### config.mk
export PLATFORM = sky130hd
export DESIGN_NAME = mtc_trigger_ctrl
export DESIGN_NICKNAME = d
export VERILOG_FILES = /design/src/rtl/mtc_pkg.sv /design/src/rtl/mtc_edge_sync.sv /design/src/rtl/mtc_trigger_ctrl.sv
export VERILOG_INCLUDE_DIRS = /design/src /design/src/rtl
export SDC_FILE = /design/constraint.sdc
export NUM_CORES = 1
export LEC_CHECK = 0
export BUFFER_PORTS_ARGS = -buffer_cell sky130_fd_sc_hd__buf_2
export CAP_MARGIN = 40
export CELL_PAD_IN_SITES_DETAIL_PLACEMENT = 0
export CELL_PAD_IN_SITES_GLOBAL_PLACEMENT = 2
export CORE_MARGIN = 2
export CORE_UTILIZATION = 37
export DETAILED_ROUTE_END_ITERATION = 8
export PLACE_DENSITY = 0.87
export SYNTH_ARGS = -nofsm -noshare
export SYNTH_HDL_FRONTEND = slang
export SYNTH_SLANG_ARGS = --single-unit
export TNS_END_PERCENT = 1
### constraint.sdc
create_clock -name ref_clk -period 4.07 [get_ports ref_clk]
set_clock_uncertainty 0.05 [all_clocks]
set_input_delay 0.407 -clock ref_clk [delete_from_list [all_inputs] [get_ports ref_clk]]
set_output_delay 0.407 -clock ref_clk [all_outputs]
set_load 0.01 [all_outputs]
### src/rtl/mtc_consts.svh
// Timing counts and reset values for the measurement trigger control block.
`ifndef MTC_CONSTS_SVH
`define MTC_CONSTS_SVH
`define MTC_CLK_PERIOD_NS   100
`define MTC_DONE_PULSE_NS   10000
`define MTC_DONE_PULSE_CYC  ((`MTC_DONE_PULSE_NS + `MTC_CLK_PERIOD_NS - 1) / `MTC_CLK_PERIOD_NS)
`define MTC_CONV_CYCLES     64
`define MTC_TBASE_CYCLES    200
`define MTC_STORE_IVL_RST   8'h01
`define MTC_SYNC_ONES       3'h7
`define MTC_PIN_IDLE        1'b1
`endif

### src/rtl/mtc_pkg.sv
// Types for the measurement trigger control block.
package mtc_pkg;
  typedef enum logic [1:0]
  {
    MTC_MODE_CONT_INT,
    MTC_MODE_CONT_EXT,
    MTC_MODE_ONESHOT_EXT
  } mtc_mode_t;

  typedef enum logic [1:0]
  {
    MTC_ST_IDLE,
    MTC_ST_CONV,
    MTC_ST_DONE
  } mtc_state_t;
endpackage : mtc_pkg

### src/rtl/mtc_edge_sync.sv
// Three-stage synchroniser with falling-edge detector for the trigger pin.
`timescale 1ns/100ps
`include "mtc_consts.svh"
module mtc_edge_sync
  import mtc_pkg::*;
(
  input  wire logic ref_clk,
  input  wire logic resetn,
  input  wire logic pin_in,
  output logic      fall_pulse
);
  logic [2:0] sync_r;
  logic       level_r;
  logic       fall_r;
  wire        agree     = (sync_r[2] == sync_r[1]);
  wire        level_nxt = agree ? sync_r[2] : level_r;
  wire        fall_nxt  = agree & level_r & ~sync_r[2];

  // Idle level is high because of the pull-up on the pin.
  always_ff @(posedge ref_clk)
  begin
    if (!resetn)
      sync_r <= `MTC_SYNC_ONES;
    else
      sync_r <= {sync_r[1:0], pin_in};
  end

  // A change counts once stages two and three agree on the new level.
  always_ff @(posedge ref_clk)
  begin
    if (!resetn)
    begin
      level_r <= `MTC_PIN_IDLE;
      fall_r  <= 1'b0;
    end
    else
    begin
      level_r <= level_nxt;
      fall_r  <= fall_nxt;
    end
  end

  assign fall_pulse = fall_r;

  one_pulse_per_edge_a: assert property (@(posedge ref_clk)
    disable iff (!resetn) fall_pulse |=> !fall_pulse)
    else $error("Trigger edge produced more than one pulse.");
endmodule : mtc_edge_sync

### src/rtl/mtc_trigger_ctrl.sv
// Trigger sequencing, reading start and completion pulse for the meter.
`timescale 1ns/100ps
`include "mtc_consts.svh"
module mtc_trigger_ctrl
  import mtc_pkg::*;
#(
  parameter int CONV_CYCLES  = `MTC_CONV_CYCLES,
  parameter int TBASE_CYCLES = `MTC_TBASE_CYCLES,
  parameter int IVL_W        = 8
)
(
  input  wire logic             ref_clk,
  input  wire logic             resetn,
  input  wire logic             ext_trig_n,
  input  wire logic             panel_trig,
  input  wire logic             mode_load,
  input  wire logic [1:0]       mode_sel,
  input  wire logic             store_en,
  input  wire logic [IVL_W-1:0] store_interval_cmd,
  output logic                  conv_start,
  output logic                  conv_busy,
  output logic                  store_wr,
  output logic                  complete_n,
  output logic                  armed,
  output logic [1:0]            mode_now
);
  localparam int DONE_CYC = `MTC_DONE_PULSE_CYC;
  localparam int CW       = $clog2(CONV_CYCLES + TBASE_CYCLES + DONE_CYC + 2);

  mtc_mode_t        mode_r;
  mtc_mode_t        mode_nxt;
  mtc_state_t       state_r;
  mtc_state_t       state_nxt;
  logic [CW-1:0]    cnt_r;
  logic [CW-1:0]    cnt_nxt;
  logic             run_r;
  logic             run_nxt;
  logic             storing_r;
  logic             storing_nxt;
  logic [IVL_W-1:0] ivl_cnt_r;
  logic [IVL_W-1:0] ivl_cnt_nxt;
  logic             start_r;
  logic             busy_r;
  logic             wr_r;
  logic             done_n_r;
  logic             armed_r;
  logic             wr_nxt;
  logic             ext_fall;
  logic             pan_q;

  mtc_edge_sync u_sync
  (
    .ref_clk    (ref_clk),
    .resetn     (resetn),
    .pin_in     (ext_trig_n),
    .fall_pulse (ext_fall)
  );

  // Panel press is already on this clock; take its rising edge.
  always_ff @(posedge ref_clk)
  begin
    if (!resetn)
      pan_q <= 1'b0;
    else
      pan_q <= panel_trig;
  end

  wire pan_rise  = panel_trig & ~pan_q;
  wire is_ext    = (mode_r != MTC_MODE_CONT_INT);
  wire is_oneshot = (mode_r == MTC_MODE_ONESHOT_EXT);
  wire trig_evt  = is_ext & (ext_fall | pan_rise);
  wire conv_end  = (state_r == MTC_ST_CONV) &&
                   (cnt_r == CW'(CONV_CYCLES - 1));
  wire done_end  = (state_r == MTC_ST_DONE) && (cnt_r == CW'(DONE_CYC - 1));
  wire tbase_hit = (state_r == MTC_ST_IDLE) && (cnt_r >= CW'(TBASE_CYCLES));
  wire ivl_hit   = (ivl_cnt_r == '0);
  wire idle_go   = (state_r == MTC_ST_IDLE) &&
                   ((!is_ext && tbase_hit) ||
                    (is_ext && (trig_evt || run_r)));

  // Armed means idle in an external mode, waiting for a trigger; continuous external mode disarms after its first.
  wire armed_nxt = (state_nxt == MTC_ST_IDLE) &&
                   (mode_nxt != MTC_MODE_CONT_INT) && !run_nxt;

  // Mode select by command; unknown codes leave the mode unchanged.
  always_comb
  begin
    mode_nxt = mode_r;
    if (mode_load && mode_sel == 2'h1)
      mode_nxt = MTC_MODE_CONT_EXT;
    else if (mode_load && mode_sel == 2'h2)
      mode_nxt = MTC_MODE_ONESHOT_EXT;
    else if (mode_load && mode_sel == 2'h0)
      mode_nxt = MTC_MODE_CONT_INT;
  end

  // Continuous external mode latches running after the first trigger.
  always_comb
  begin
    run_nxt = run_r;
    if (mode_load || !is_ext || is_oneshot)
      run_nxt = 1'b0;
    else if (trig_evt)
      run_nxt = 1'b1;
  end

  // Panel press in continuous external mode with store on starts a series.
  always_comb
  begin
    storing_nxt = storing_r;
    if (!store_en || mode_load || mode_r != MTC_MODE_CONT_EXT)
      storing_nxt = 1'b0;
    else if (pan_rise)
      storing_nxt = 1'b1;
  end

  always_comb
  begin
    ivl_cnt_nxt = ivl_cnt_r;
    if (!storing_r)
      ivl_cnt_nxt = '0;
    else if (conv_end)
      ivl_cnt_nxt = ivl_hit ? store_interval_cmd - 1'b1
                            : ivl_cnt_r - 1'b1;
  end

  always_comb
  begin
    wr_nxt = 1'b0;
    if (conv_end && store_en && is_oneshot)
      wr_nxt = 1'b1;
    else if (conv_end && storing_r && ivl_hit)
      wr_nxt = 1'b1;
  end

  always_comb
  begin
    state_nxt = state_r;
    cnt_nxt   = cnt_r + 1'b1;
    case (state_r)
      MTC_ST_IDLE:
      begin
        if (idle_go)
        begin
          state_nxt = MTC_ST_CONV;
          cnt_nxt   = '0;
        end
        else if (tbase_hit)
          cnt_nxt = cnt_r;
      end
      MTC_ST_CONV:
      begin
        if (conv_end)
        begin
          state_nxt = MTC_ST_DONE;
          cnt_nxt   = '0;
        end
      end
      MTC_ST_DONE:
      begin
        if (done_end)
        begin
          state_nxt = MTC_ST_IDLE;
          cnt_nxt   = '0;
        end
      end
      default:
      begin
        state_nxt = MTC_ST_IDLE;
        cnt_nxt   = '0;
      end
    endcase
  end

  always_ff @(posedge ref_clk)
  begin
    if (!resetn)
    begin
      mode_r    <= MTC_MODE_CONT_INT;
      state_r   <= MTC_ST_IDLE;
      cnt_r     <= '0;
      run_r     <= 1'b0;
      storing_r <= 1'b0;
      ivl_cnt_r <= '0;
    end
    else
    begin
      mode_r    <= mode_nxt;
      state_r   <= state_nxt;
      cnt_r     <= cnt_nxt;
      run_r     <= run_nxt;
      storing_r <= storing_nxt;
      ivl_cnt_r <= ivl_cnt_nxt;
    end
  end

  // Output flops; the completion pulse is low only in the done state.
  always_ff @(posedge ref_clk)
  begin
    if (!resetn)
    begin
      start_r  <= 1'b0;
      busy_r   <= 1'b0;
      wr_r     <= 1'b0;
      done_n_r <= 1'b1;
      armed_r  <= 1'b0;
    end
    else
    begin
      start_r  <= idle_go;
      busy_r   <= (state_nxt == MTC_ST_CONV);
      wr_r     <= wr_nxt;
      done_n_r <= (state_nxt != MTC_ST_DONE);
      armed_r  <= armed_nxt;
    end
  end

  assign conv_start = start_r;
  assign conv_busy  = busy_r;
  assign store_wr   = wr_r;
  assign complete_n = done_n_r;
  assign armed      = armed_r;
  assign mode_now   = mode_r;

  // Sequence checks on reading start, storage, the completion pulse and mode selection.
  done_after_conv_a: assert property (@(posedge ref_clk)
    disable iff (!resetn) $fell(complete_n) |-> $past(conv_busy))
    else $error("Completion pulse without a finished conversion.");

  done_width_a: assert property (@(posedge ref_clk)
    disable iff (!resetn) $fell(complete_n) |=> !complete_n)
    else $error("Completion pulse too short.");

  done_ends_a: assert property (@(posedge ref_clk)
    disable iff (!resetn) $fell(complete_n) |-> ##[1:200] complete_n)
    else $error("Completion pulse never ended.");

  read_done_a: assert property (@(posedge ref_clk)
    disable iff (!resetn) conv_start |-> ##CONV_CYCLES $fell(complete_n))
    else $error("Reading finished without a completion pulse.");

  busy_start_a: assert property (@(posedge ref_clk)
    disable iff (!resetn) conv_start |-> conv_busy)
    else $error("Reading started without a busy conversion.");

  oneshot_single_a: assert property (@(posedge ref_clk)
    disable iff (!resetn) (done_end && is_oneshot && !mode_load)
    ##1 !trig_evt |=> !conv_start)
    else $error("One-shot mode started an untriggered reading.");

  oneshot_hold_a: assert property (@(posedge ref_clk)
    disable iff (!resetn) (armed && is_oneshot && !trig_evt)
    |=> !conv_start)
    else $error("Armed one-shot mode started without a trigger.");

  ext_trig_start_a: assert property (@(posedge ref_clk)
    disable iff (!resetn) (state_r == MTC_ST_IDLE && is_ext && trig_evt)
    |=> conv_start)
    else $error("Accepted trigger did not start a reading.");

  panel_start_a: assert property (@(posedge ref_clk)
    disable iff (!resetn) (state_r == MTC_ST_IDLE && is_oneshot && pan_rise)
    |=> conv_start)
    else $error("Panel press in one-shot mode did not start a reading.");

  cont_repeat_a: assert property (@(posedge ref_clk)
    disable iff (!resetn) (done_end && run_r && !mode_load)
    |=> ##1 conv_start)
    else $error("Continuous series stopped.");

  store_oneshot_a: assert property (@(posedge ref_clk)
    disable iff (!resetn) (conv_end && store_en && is_oneshot) |=> store_wr)
    else $error("One-shot reading was not stored.");

  store_cont_a: assert property (@(posedge ref_clk)
    disable iff (!resetn) (conv_end && storing_r && ivl_hit) |=> store_wr)
    else $error("Interval reading was not stored.");

  int_pace_a: assert property (@(posedge ref_clk)
    disable iff (!resetn) (conv_start && $past(mode_r == MTC_MODE_CONT_INT))
    |-> $past(tbase_hit))
    else $error("Internal mode reading not paced by time base.");

  mode_load_a: assert property (@(posedge ref_clk)
    disable iff (!resetn) (mode_load && mode_sel == 2'h2)
    |=> mode_now == MTC_MODE_ONESHOT_EXT)
    else $error("One-shot external mode not selected.");

  // Main scenarios.
  cov_oneshot_c: cover property (@(posedge ref_clk) disable iff (!resetn)
    is_oneshot && ext_fall ##[1:300] $fell(complete_n));
  cov_panel_c: cover property (@(posedge ref_clk) disable iff (!resetn)
    is_oneshot && pan_rise ##[1:300] $fell(complete_n));
  cov_cont_c: cover property (@(posedge ref_clk) disable iff (!resetn)
    run_r && $fell(complete_n) ##[1:400] $fell(complete_n));
  cov_panel_store_c: cover property (@(posedge ref_clk) disable iff
    (!resetn) storing_r && store_wr);
endmodule : mtc_trigger_ctrl

# Word-level counts from Yosys, hierarchy flattened
# Cells that the tools add are included.
# W data, S select, Z words.
dict set report word_totals {
  output_inout_bits 7
  input_bits 16
  ff_bits 34
  wordCells 88
}
dict set report op_classes {
  n_addsub 3
  bitwise 8
  n_reduce_logical 32
  muxes 17
  eq_ne 12
  n_lt_le_gt_ge 1
}
# op n
set ops {}
lappend ops {{$mux W9} 4}
lappend ops {{$pmux W9 S3} 1}
lappend ops {{$sub A8 B1 Y8 const B} 2}
lappend ops {{$logic_and A1 B1 Y1} 15}
lappend ops {{$mux W2} 6}
lappend ops {{$add A9 B1 Y9 const B} 1}
lappend ops {{$eq A9 B6 Y1 const B} 1}
lappend ops {{$eq A9 B7 Y1 const B} 1}
lappend ops {{$ge A9 B8 Y1 const B} 1}
lappend ops {{$logic_not A8 Y1} 1}
lappend ops {{$mux W8} 1}
lappend ops {{$eq A2 B1 Y1 const B} 3}
lappend ops {{$eq A2 B2 Y1 const B} 3}
lappend ops {{$logic_not A2 Y1} 3}
lappend ops {{$logic_or A1 B1 Y1} 6}
lappend ops {{$pmux W2 S3} 1}
lappend ops {{$and A1 B1 Y1} 4}
lappend ops {{$mux W1} 4}
lappend ops {{$reduce_bool A2 Y1} 2}
lappend ops {{$logic_not A1 Y1} 3}
lappend ops {{$ne A3 B3 Y1 const B} 1}
lappend ops {{$not A1 Y1} 3}
lappend ops {{$ne A2 B1 Y1 const B} 1}
lappend ops {{$ne A2 B2 Y1 const B} 1}
lappend ops {{4 further kinds} 4}

# Depth between registers and ports, before layout
# Gate-level depths: netlist of run 1.
dict set report depth {
  ltp_word 13
  ltp_mapped 10
}

# By module
# A second synthesis of run 1 with hierarchy kept.
dict set report unflattened {
  hier_cells 211
  area_unflattened_um2 1779.2
}
# mod area_per_inst_um2 instances cells_each
set modules_own_cells {}
lappend modules_own_cells {mtc_trigger_ctrl 1626.6 1 199}
lappend modules_own_cells {mtc_edge_sync 152.6 1 12}

# Worst setup path after synthesis of run 1
# No wires, ideal clock.
dict set report synth_timing {
  path_kind {flip-flop to flip-flop}
  start {register ivl_cnt_r[7]}
  end {register ivl_cnt_r[4]}
  setup_slack_ps 1914
  path_stages_with_launch 11
  period_less_slack_ps 2156
  setup_time_ps 125
  arrival_time_ps 1980
  cell_sequence {dfxtp_1 > nor4_4 > and3_1 > clkbuf_1 > a21oi_1 > ha_1 > inv_1 > a41oi_1 > nand2_1 > mux2i_1 > o22ai_1}
}
dict set report synth_between {
  elab_chain_cells 2
}
# item line_no
set synth_lines {}
lappend synth_lines {{from (decl)} mtc_trigger_ctrl.sv:40} ;# logic [IVL_W-1:0] ivl_cnt_r;
lappend synth_lines {{from (signal assigned)} mtc_trigger_ctrl.sv:193} ;# ivl_cnt_r <= ivl_cnt_nxt;
lappend synth_lines {{$logic_not A8 Y1} mtc_trigger_ctrl.sv:76} ;# wire ivl_hit = (ivl_cnt_r == '0);
lappend synth_lines {{$mux W8} mtc_trigger_ctrl.sv:123} ;# ivl_cnt_nxt = ivl_hit ? store_interval_cmd - 1'b1
# No other way between the ends.
# A chain may end at the register's enable or synchronous reset.

# Worst setup path in the final report of run 1
# Ends and elaborated chain as after synthesis.

==> flow_summary.toml, run 1 <==
[cts]
cts_tree = "yes"
clkSinkCount = 34
worst_skew_pair.late_latency_ps = 280
clk_pin_slew_ps = 70
post_cts_buffers = 0
cts_buffers = 5
htreeDepth = 2
postCtsResizedCells = 0
holdBufCountCts = 0
root_buffer = "clkbuf_8"
clk_path_buf_depth = 2

[worst_setup_path]
max_stage_delay_ps = 500
cp-end-kind = "flip-flop"
path_buf_inv = 1
crit_chain = "nor4_4, and3_1, a21oi_1, ha_1, inv_1, a41oi_1, nand2_1, mux2i_1, o22ai_1"
critical_path_class = "flip-flop to flip-flop"
required_ps = 4180
critPathSlowestCell = "nor4_4"
start_kind = "flip-flop"
critPathArrivalTime_ps = 2470
cp_max_fo = 9
critPathTopFamily = "simple AND/OR/NAND/NOR gates"

[timing]
hold_viol_final = 0
rsz0062_at_grt = "false"
setup_tns_ps = 0
period_needed_ps = 2360
maxSlewViolCount = 0
max_freq_mhz = 424
worstMarginPinSlew_ps = 602
relSlewSlack = 0.596
setup_viol = 0
period_share = 0.580

[synthesis]
synth_xor_area_frac = 0.0303
synth_top_area_frac = 0.393
synthMuxAreaShare = 0.0231
synth-adder-area-share = 0.0217
async_flop_share = 0
ys_ff_latch = 34
synth_top_family_by_area = "simple AND/OR/NAND/NOR gates"
yosys_warnings = 0
synthDistinctLibCells = 49
synth_compound_area_frac = 0.199
syn_area_um2 = 1730
ys_seq_area_frac = 0.393
synthFlopType = "dfxtp_1"
synthTopCellsByArea = "dfxtp_1 (39%), nor2_1 (4.1%), nand4_1 (2.9%), a211oi_1 (2.6%), nand2b_1 (2.5%)"
yosys.area_share.simple = 0.303
yosys.area.top_type = "dfxtp_1"
synth_edf_count = 0
synth_nets = 216
syn_avg_cell_area_um2 = 8.79
syn_inst = 197

[finish]
layout-drive-gt1-share = 0.152
diodes = 0
fin_nets = 241
area_growth_pct = 14.5
fin_area_um2 = 1980

[routing]
drt_iter0_drc = 86
viasPerCell = 5.74
wl_um = 4110
dr.pass1.iters = 4
vias = 1578
drtAntennaViolNets = 0
wl_per_cell_um = 15.0
drcViolationCount = 0

[global_route]
grt_max_degree = 16
gr-total-overflow = 0
grt_pass1_wl_um = 6820
grt_pass1_vias = 1472
antenna_found_initial = 0
grtUsageTotal = 0.164

[die]
core_area_um2 = 4440
die_w_um = 72.4
row_count = 24
ios = 23
die_h_um = 72.4
die_area_um2 = 5240
start_util = 0.390

[pwr]
peakVddDrop_uv = 134
total_leakage_power_nw = 0.758
p_per_area_nw_per_um2 = 341

[place]
placed_area_um2 = 1890
gp_congestion = 0.813
hpwl_um = 3030
io_buffers = 22

[hold_path]
hold_class = "input pin to flip-flop"

[job]
drv_cap = 0

[outcome]
status = "finished clean"
layer usage:
metal	global-route usage	vias up	wire, um
met5	0	-	0
met4	0.0370	0	19
met3	0.0431	2	205
met2	0.256	41	1900
met1	0.229	737	1990
li1	-	798	-
cell families (layout without fill, tap and decap cells):
group	Yosys count	in the layout
buf+inv	14	40
compound gates	49	49
xor+xnor	6	6
flops	34	34
mux	4	4
simple gates	87	87
fa+ha+maj	3	3
sequential cells by signal, summed over array words and instances (netlist names):
signal	cells
u_sync.level_r	1
store_wr	1
conv_busy	1
state_r	2
u_sync.sync_r	3
run_r	1
armed	1
pan_q	1
ivl_cnt_r	8
complete_n	1
conv_start	1
cnt_r	9
storing_r	1
u_sync.fall_pulse	1
mode_now	2
worst reg2reg max path: stages (launching register included):
cell     delay, ps
dfxtp_1        370
nor4_4         500
and3_1         410
a21oi_1        140
ha_1           240
inv_1           70
a41oi_1         50
nand2_1        130
mux2i_1        190
o22ai_1         90
cell usage in the layout (no fill, tap or decap), types with 7 or more instances in the layout:
master,Yosys,routed
inv_1,10,10
nand4_1,8,8
a21oi_1,7,7
nand2b_1,7,7
buf_2,0,22
dfxtp_1,34,34
nand2_1,10,10
o21ai_0,7,7
nor2_1,19,19
synth_stat cells (all sizes together), types with 4 or more instances:
cell and instances:
nand4 8, mux2i 4, o21ai 8, a211oi 6, o2111ai 4, nor2 19
dfxtp 34, nand2 10, nand2b 7, clkbuf 4, o22ai 4, a21oi 7
xor2 5, nor3 5, nand3 6, inv 10, and3 6
final cells by class:
class,count,area [um2]
Clock buffer,7,86.3
Clock inverter,1,5.00
Fill cell,452,2460
Inverter,10,37.5
Multi-Input combinational cell,149,998
Sequential cell,34,681
Tap cell,52,65.1
Timing Repair Buffer,22,110
worst paths after layout:
kind	slack [ps]	from	cells past startpoint	to
setup / recovery	1710	ivl_cnt_r[7]	9	ivl_cnt_r[4]
hold / removal	250	ext_trig_n	2	u_sync.sync_r[0]
hold reg to reg	360	u_sync.sync_r[0]	1	u_sync.sync_r[1]
setup reg to reg	1710	ivl_cnt_r[7]	9	ivl_cnt_r[4]
power breakdown:
part	total [mW]	leakage [nW]	internal [mW]	switching [mW]
sequential	0.352	0.276	0.342	0.00963
combinational	0.0641	0.433	0.0274	0.0367
clock	0.260	0.0482	0.137	0.123
total	0.676	0.758	0.506	0.169
per-stage QoR:
stage	hold slack, ps	instances	total power [mW]	utilization	setup WS, ps
floorplan	336	197	0.399	-	1910
global placement	344	267	0.422	0.426	1810
detailed placement	342	267	0.423	0.426	1730
CTS	244	275	0.683	0.446	1710
global route	250	275	0.709	0.446	1490
finish	252	275	0.676	0.446	1710
Note: power is estimated with default switching activity, not from simulation.
==> run 2: changes to the inputs <==
ABC_AREA = 1   (was not set)
CORE_UTILIZATION = 29   (was 37)
PLACE_DENSITY = 0.78   (was 0.87)
clock period = 1.9 ns   (was 4.07 ns; I/O delays follow)
==> run 2 against run 1 <==
Net effect: critical path depth is the same; cell count grew 30%; non-clock buffer count grew 5; total power grew 110%; area after synthesis grew 5.2%; fmax grew 38%; utilization shrank 9.2 points; sequential power grew 110%; critical path type unchanged; critical endpoint is now ivl_cnt_r[6]; largest power group unchanged; highest routed layer unchanged.
==> flow_summary.toml, run 2 <==
[outcome]
status = "finished clean"

[timing]
relSlewSlack = 0.757
max_freq_mhz = 585
setup_viol = 0
period_needed_ps = 1710
worstMarginPinSlew_ps = 361
hold_viol_final = 0
hold_ws_ps = 39.1
setup_tns_ps = 0
period_share = 0.900
maxSlewViolCount = 0
rsz0062_at_grt = "false"

[worst_setup_path]
rrSetupSlack_ps = 190
path_buf_inv = 1
critical_path_class = "flip-flop to flip-flop"
critPathArrivalTime_ps = 1880
timing.rr.start = "cnt_r[1]"
start_kind = "flip-flop"
max_stage_delay_ps = 380
critPathTopFamily = "simple AND/OR/NAND/NOR gates"
crit_top_cell = "nand2_1"
crit_chain = "ha_1, nand3_2, nor2_4, nand4_4, inv_4, nand2_1, nor2_1, nand2_1, a21oi_2"
cp-end-kind = "flip-flop"
required_ps = 2070
cp_max_fo = 14
r2r_cells = 9
r2r-end = "ivl_cnt_r[6]"
critPathSlowestCell = "dfxtp_1"

[routing]
drtAntennaViolNets = 0
dr.pass1.iters = 4
wl_per_cell_um = 11.5
viasPerCell = 4.46
drcViolationCount = 0
drt_iter0_drc = 48
vias = 1596
wl_um = 4120

[pwr]
total_leakage_power_nw = 0.919
total_power_mw = 1.43
peakVddDrop_uv = 318
p_per_area_nw_per_um2 = 672

[hold_path]
hold_depth = 2
hold_end = "u_sync.sync_r[0]"
hold_class = "input pin to flip-flop"
holdCritStartpoint = "ext_trig_n"

[finish]
regMostFlops = "cnt_r"
largest_reg_flops = 9
diodes = 0
postLayoutCoreUtil = 0.355
fin_nets = 301
layout_common_cells = "nand2_1 (53), nor2_1 (35), dfxtp_1 (34)"
final_cells = 358
top_regs = "cnt_r (9), ivl_cnt_r (8), u_sync.sync_r (3)"
final_common_cell = "nand2_1"
area_growth_pct = 16.6
layout-drive-gt1-share = 0.233

[global_route]
gr-total-overflow = 0
grtUsageTotal = 0.126
grt_pass1_wl_um = 7090
grt_max_degree = 15
antenna_found_initial = 0
grt_pass1_vias = 1526

[synthesis]
synthDistinctLibCells = 36
yosys_warnings = 0
synthTopCellsByArea = "dfxtp_1 (37%), nand2_1 (11%), nor2_1 (7.2%), inv_1 (6.0%), a21oi_1 (4.7%)"
ys_seq_area_frac = 0.374
syn_avg_cell_area_um2 = 7.20
yosysMostFrequentCell = "nand2_1"
synth_nets = 272
synth_top_area_frac = 0.374
synth_edf_count = 0
syn_area_um2 = 1820
yosys.area.top_type = "dfxtp_1"
ys_ff_latch = 34
syn_inst = 253
netlist_top_cells_count = "nand2_1 (53), nor2_1 (35), dfxtp_1 (34)"
async_flop_share = 0
synthFlopType = "dfxtp_1"

[die]
start_util = 0.304
ios = 23
die_h_um = 83.3
core_area_um2 = 5990
die_area_um2 = 6930
die_w_um = 83.3
row_count = 28

[cts]
worst_skew_pair.late_latency_ps = 280
cts_tree = "yes"
root_buffer = "clkbuf_8"
clk_pin_slew_ps = 70
htreeDepth = 2
cts_buffers = 5
clkSinkCount = 34
holdBufCountCts = 0
clk_path_buf_depth = 2

[place]
gp_congestion = 0.780
dpl.cell_count = 350
io_buffers = 22
hpwl_um = 3180

[job]
drv_cap = 0
-- run 2: changes by cell type after synthesis, sizes merged, moves of 5 or more --
| cell | change |
|---|---|
| and3 | -6 |
| a21oi | +13 |
| a211oi | -6 |
| nor2 | +23 |
| inv | +22 |
| nand2b | -7 |
| nand3 | +5 |
| o21ai | +8 |
| nand2 | +52 |
-- run 2: per-stage QoR --
stage	instance area, um2	setup WS [ps]
floorplan	1820	405
global placement	2030	152
detailed placement	2030	133
CTS	2120	114
global route	2120	0.00488
finish	2120	189
-- run 2: cells by family after synthesis --
family,share of synthesized area
buf+inv,0.0879
xor+xnor,0.0288
simple gates,0.341
compound gates,0.148
flops,0.374
fa+ha+maj,0.0206
-- run 2: worst max-delay path by stage --
stage | to | start | cells past startpoint
floorplan | ivl_cnt_r[6] | ivl_cnt_r[0] | 10
CTS | ivl_cnt_r[6] | cnt_r[1] | 9
detailed placement | ivl_cnt_r[6] | cnt_r[1] | 9
global route | ivl_cnt_r[4] | ivl_cnt_r[5] | 10
finish | ivl_cnt_r[6] | cnt_r[1] | 9
global placement | ivl_cnt_r[6] | cnt_r[1] | 9
-- run 2: area by class of cell --
type / count / area [um2]
Inverter: 33 / 126
Sequential cell: 34 / 681
Timing Repair Buffer: 27 / 148
Multi-Input combinational cell: 181 / 981
Clock buffer: 6 / 82.6
Clock inverter: 2 / 12.5
Fill cell: 649 / 3870
Tap cell: 75 / 93.8
-- run 2: what timing repair did --
action                     in CTS  in global routing
gates resized for setup         0                  1
setup buffers                   0                  0
setup endpoints to repair       0                  1
hold endpoints to repair        0                  0
-- run 2: worst reg2reg max path, stage by stage, from the launching register on --
cell	delay, ps
dfxtp_1	380
ha_1	250
nand3_2	130
nor2_4	140
nand4_4	150
inv_4	170
nand2_1	80
nor2_1	110
nand2_1	70
a21oi_2	120
-- run 2: power breakdown --
part           total [mW]  switching [mW]  internal, mW  leakage (nW)
logic               0.127          0.0745        0.0521         0.596
registers           0.742          0.0123         0.730         0.276
clock network       0.558           0.267         0.291        0.0472
total                1.43           0.354          1.07         0.919
-- run 2: per-layer routing --
metal	part of all wire	GRT usage
met5	0	0
met4	0.014	0.0447
met3	0.037	0.0328
met1	0.52	0.177
met2	0.43	0.185
==> run 3: changes to the inputs <==
CORE_UTILIZATION = 32   (was 29)
PLACE_DENSITY = 0.82   (was 0.78)
clock period = 1.7 ns   (was 1.9 ns; I/O delays follow)
==> run 3 against run 2 <==
Net effect: flip-flop and latch count unchanged; critical endpoint is now complete_n; combinational power up 24%; non-clock buffer count increased by 11; die area fell by 8.9%; fmax grew 10%; global-route usage up 1.5 points; register-to-register slack lost 40 ps; total power rose by 14%.
==> flow_summary.toml, run 3 (synthesis gave the netlist of run 2 again) <==
[timing]
setup_viol = 0
period_share = 0.914
relSlewSlack = 0.804
maxSlewViolCount = 0
setup_tns_ps = 0
period_needed_ps = 1550
hold_viol_final = 0
hold_ws_ps = 13.6
max_freq_mhz = 644
worstMarginPinSlew_ps = 292
setup_ws_ps = 146

[pwr]
clkPwrFrac = 0.392
peakVddDrop_uv = 439
p_per_area_nw_per_um2 = 718
p_seq_frac = 0.510
p_int_mw = 1.21
sw_frac_of_total = 0.255
total_leakage_power_nw = 0.983
p_switching_mw = 0.414
power_frac_comb = 0.098

[cts]
worst_skew_pair.late_latency_ps = 290
root_buffer = "clkbuf_8"
htreeDepth = 2
clk_pin_slew_ps = 70
cts_tree = "yes"
cts_buffers = 5
clk_path_buf_depth = 2
clkSinkCount = 34
holdBufCountCts = 0

[die]
die_h_um = 79.5
row_count = 27
core_area_um2 = 5510
die_w_um = 79.5
die_area_um2 = 6310
ios = 23
start_util = 0.331

[finish]
postLayoutCoreUtil = 0.411
final_common_cell = "nand2_1"
layout-drive-gt1-share = 0.303
largest_reg_flops = 9
fin_nets = 312
layout_common_cells = "nand2_1 (52), nor2_1 (33), inv_1 (29)"
top_regs = "cnt_r (9), ivl_cnt_r (8), u_sync.sync_r (3)"
final_cells = 366
diodes = 0
area_growth_pct = 24.1
regMostFlops = "cnt_r"

[worst_setup_path]
start_kind = "flip-flop"
critical_path_class = "flip-flop to flip-flop"
rrSetupSlack_ps = 150
required_ps = 1830
crit_chain = "ha_4, nand3_2, nor2_4, nand4_4, buf_4, nand2_1, inv_1, nor2_1, inv_1"
critPathArrivalTime_ps = 1690
crit_top_cell = "inv_1"
max_stage_delay_ps = 380
cp_max_fo = 4
cp-end-kind = "flip-flop"
critPathSlowestCell = "dfxtp_1"

[global_route]
gr-total-overflow = 0
grt_pass1_vias = 1531
antenna_found_initial = 0
grt_max_degree = 18
grtUsageTotal = 0.141
grt_pass1_wl_um = 6950

[outcome]
status = "finished clean"

[place]
gp_congestion = 0.758
io_buffers = 22
pre_cts_ws_ps = 20.2
dpl.cell_count = 355
hpwl_um = 3020

[routing]
drcViolationCount = 0
drt_iter0_drc = 35
drtAntennaViolNets = 0
viasPerCell = 4.36
dr.pass1.iters = 4
wl_per_cell_um = 11.1
vias = 1595
wl_um = 4050

[job]
drv_cap = 0

[hold_path]
hold_class = "input pin to flip-flop"
run 3: final cells by class:
type,instances,area [um2]
Sequential cell,34,691
Timing Repair Buffer,38,234
Multi-Input combinational cell,181,1020
Tap cell,72,90.1
Clock inverter,2,12.5
Fill cell,582,3250
Inverter,33,129
Clock buffer,6,82.6
run 3: critical path: cells and delay by family (launching register included):
kind,cells,cell delay (ps)
adders and majority gates,1,170
and+or+nand+nor,5,590
buffers and inverters,3,270
DFF,1,380
run 3: final timing paths:
kind | to | startpoint | depth (start not counted)
setup / recovery | complete_n | cnt_r[1] | 9
hold / removal | u_sync.sync_r[0] | ext_trig_n | 2
setup reg to reg | complete_n | cnt_r[1] | 9
hold reg to reg | u_sync.sync_r[1] | u_sync.sync_r[0] | 1
run 3: layer usage:
layer | wire length, um | GRT usage | vias up | part of all wire
met5 | 0 | 0 | - | 0
met2 | 1790 | 0.218 | 21 | 0.44
met4 | 60 | 0.0517 | 0 | 0.015
met3 | 139 | 0.0362 | 7 | 0.034
met1 | 2070 | 0.190 | 688 | 0.51
li1 | - | - | 879 | -
run 3: per-stage QoR:
| stage | total power [mW] | instance area [um2] |
|---|---|---|
| 5_1_grt | 1.70 | 2260 |
| 3_3_place_gp | 1.00 | 2080 |
| 3_5_place_dp | 0.999 | 2080 |
| 4_1_cts | 1.64 | 2180 |
| 2_1_floorplan | 0.939 | 1820 |
| 6_report | 1.62 | 2260 |
run 3: power groups by stage:
stage                     logic (mW)  registers [mW]  clock network (mW)
after global routing           0.182           0.830               0.686
after detailed placement       0.155           0.844                   0
final                          0.158           0.827               0.637
after CTS                      0.156           0.825               0.663
after global placement         0.156           0.844                   0
after floorplan               0.0911           0.848                   0
run 3: timing repair:
action | 4_1_cts | 5_1_grt
hold endpoints to repair | 0 | 0
endpoints found under the setup margin | 0 | 17
buffers inserted | 0 | 3
gates resized for setup | 0 | 20
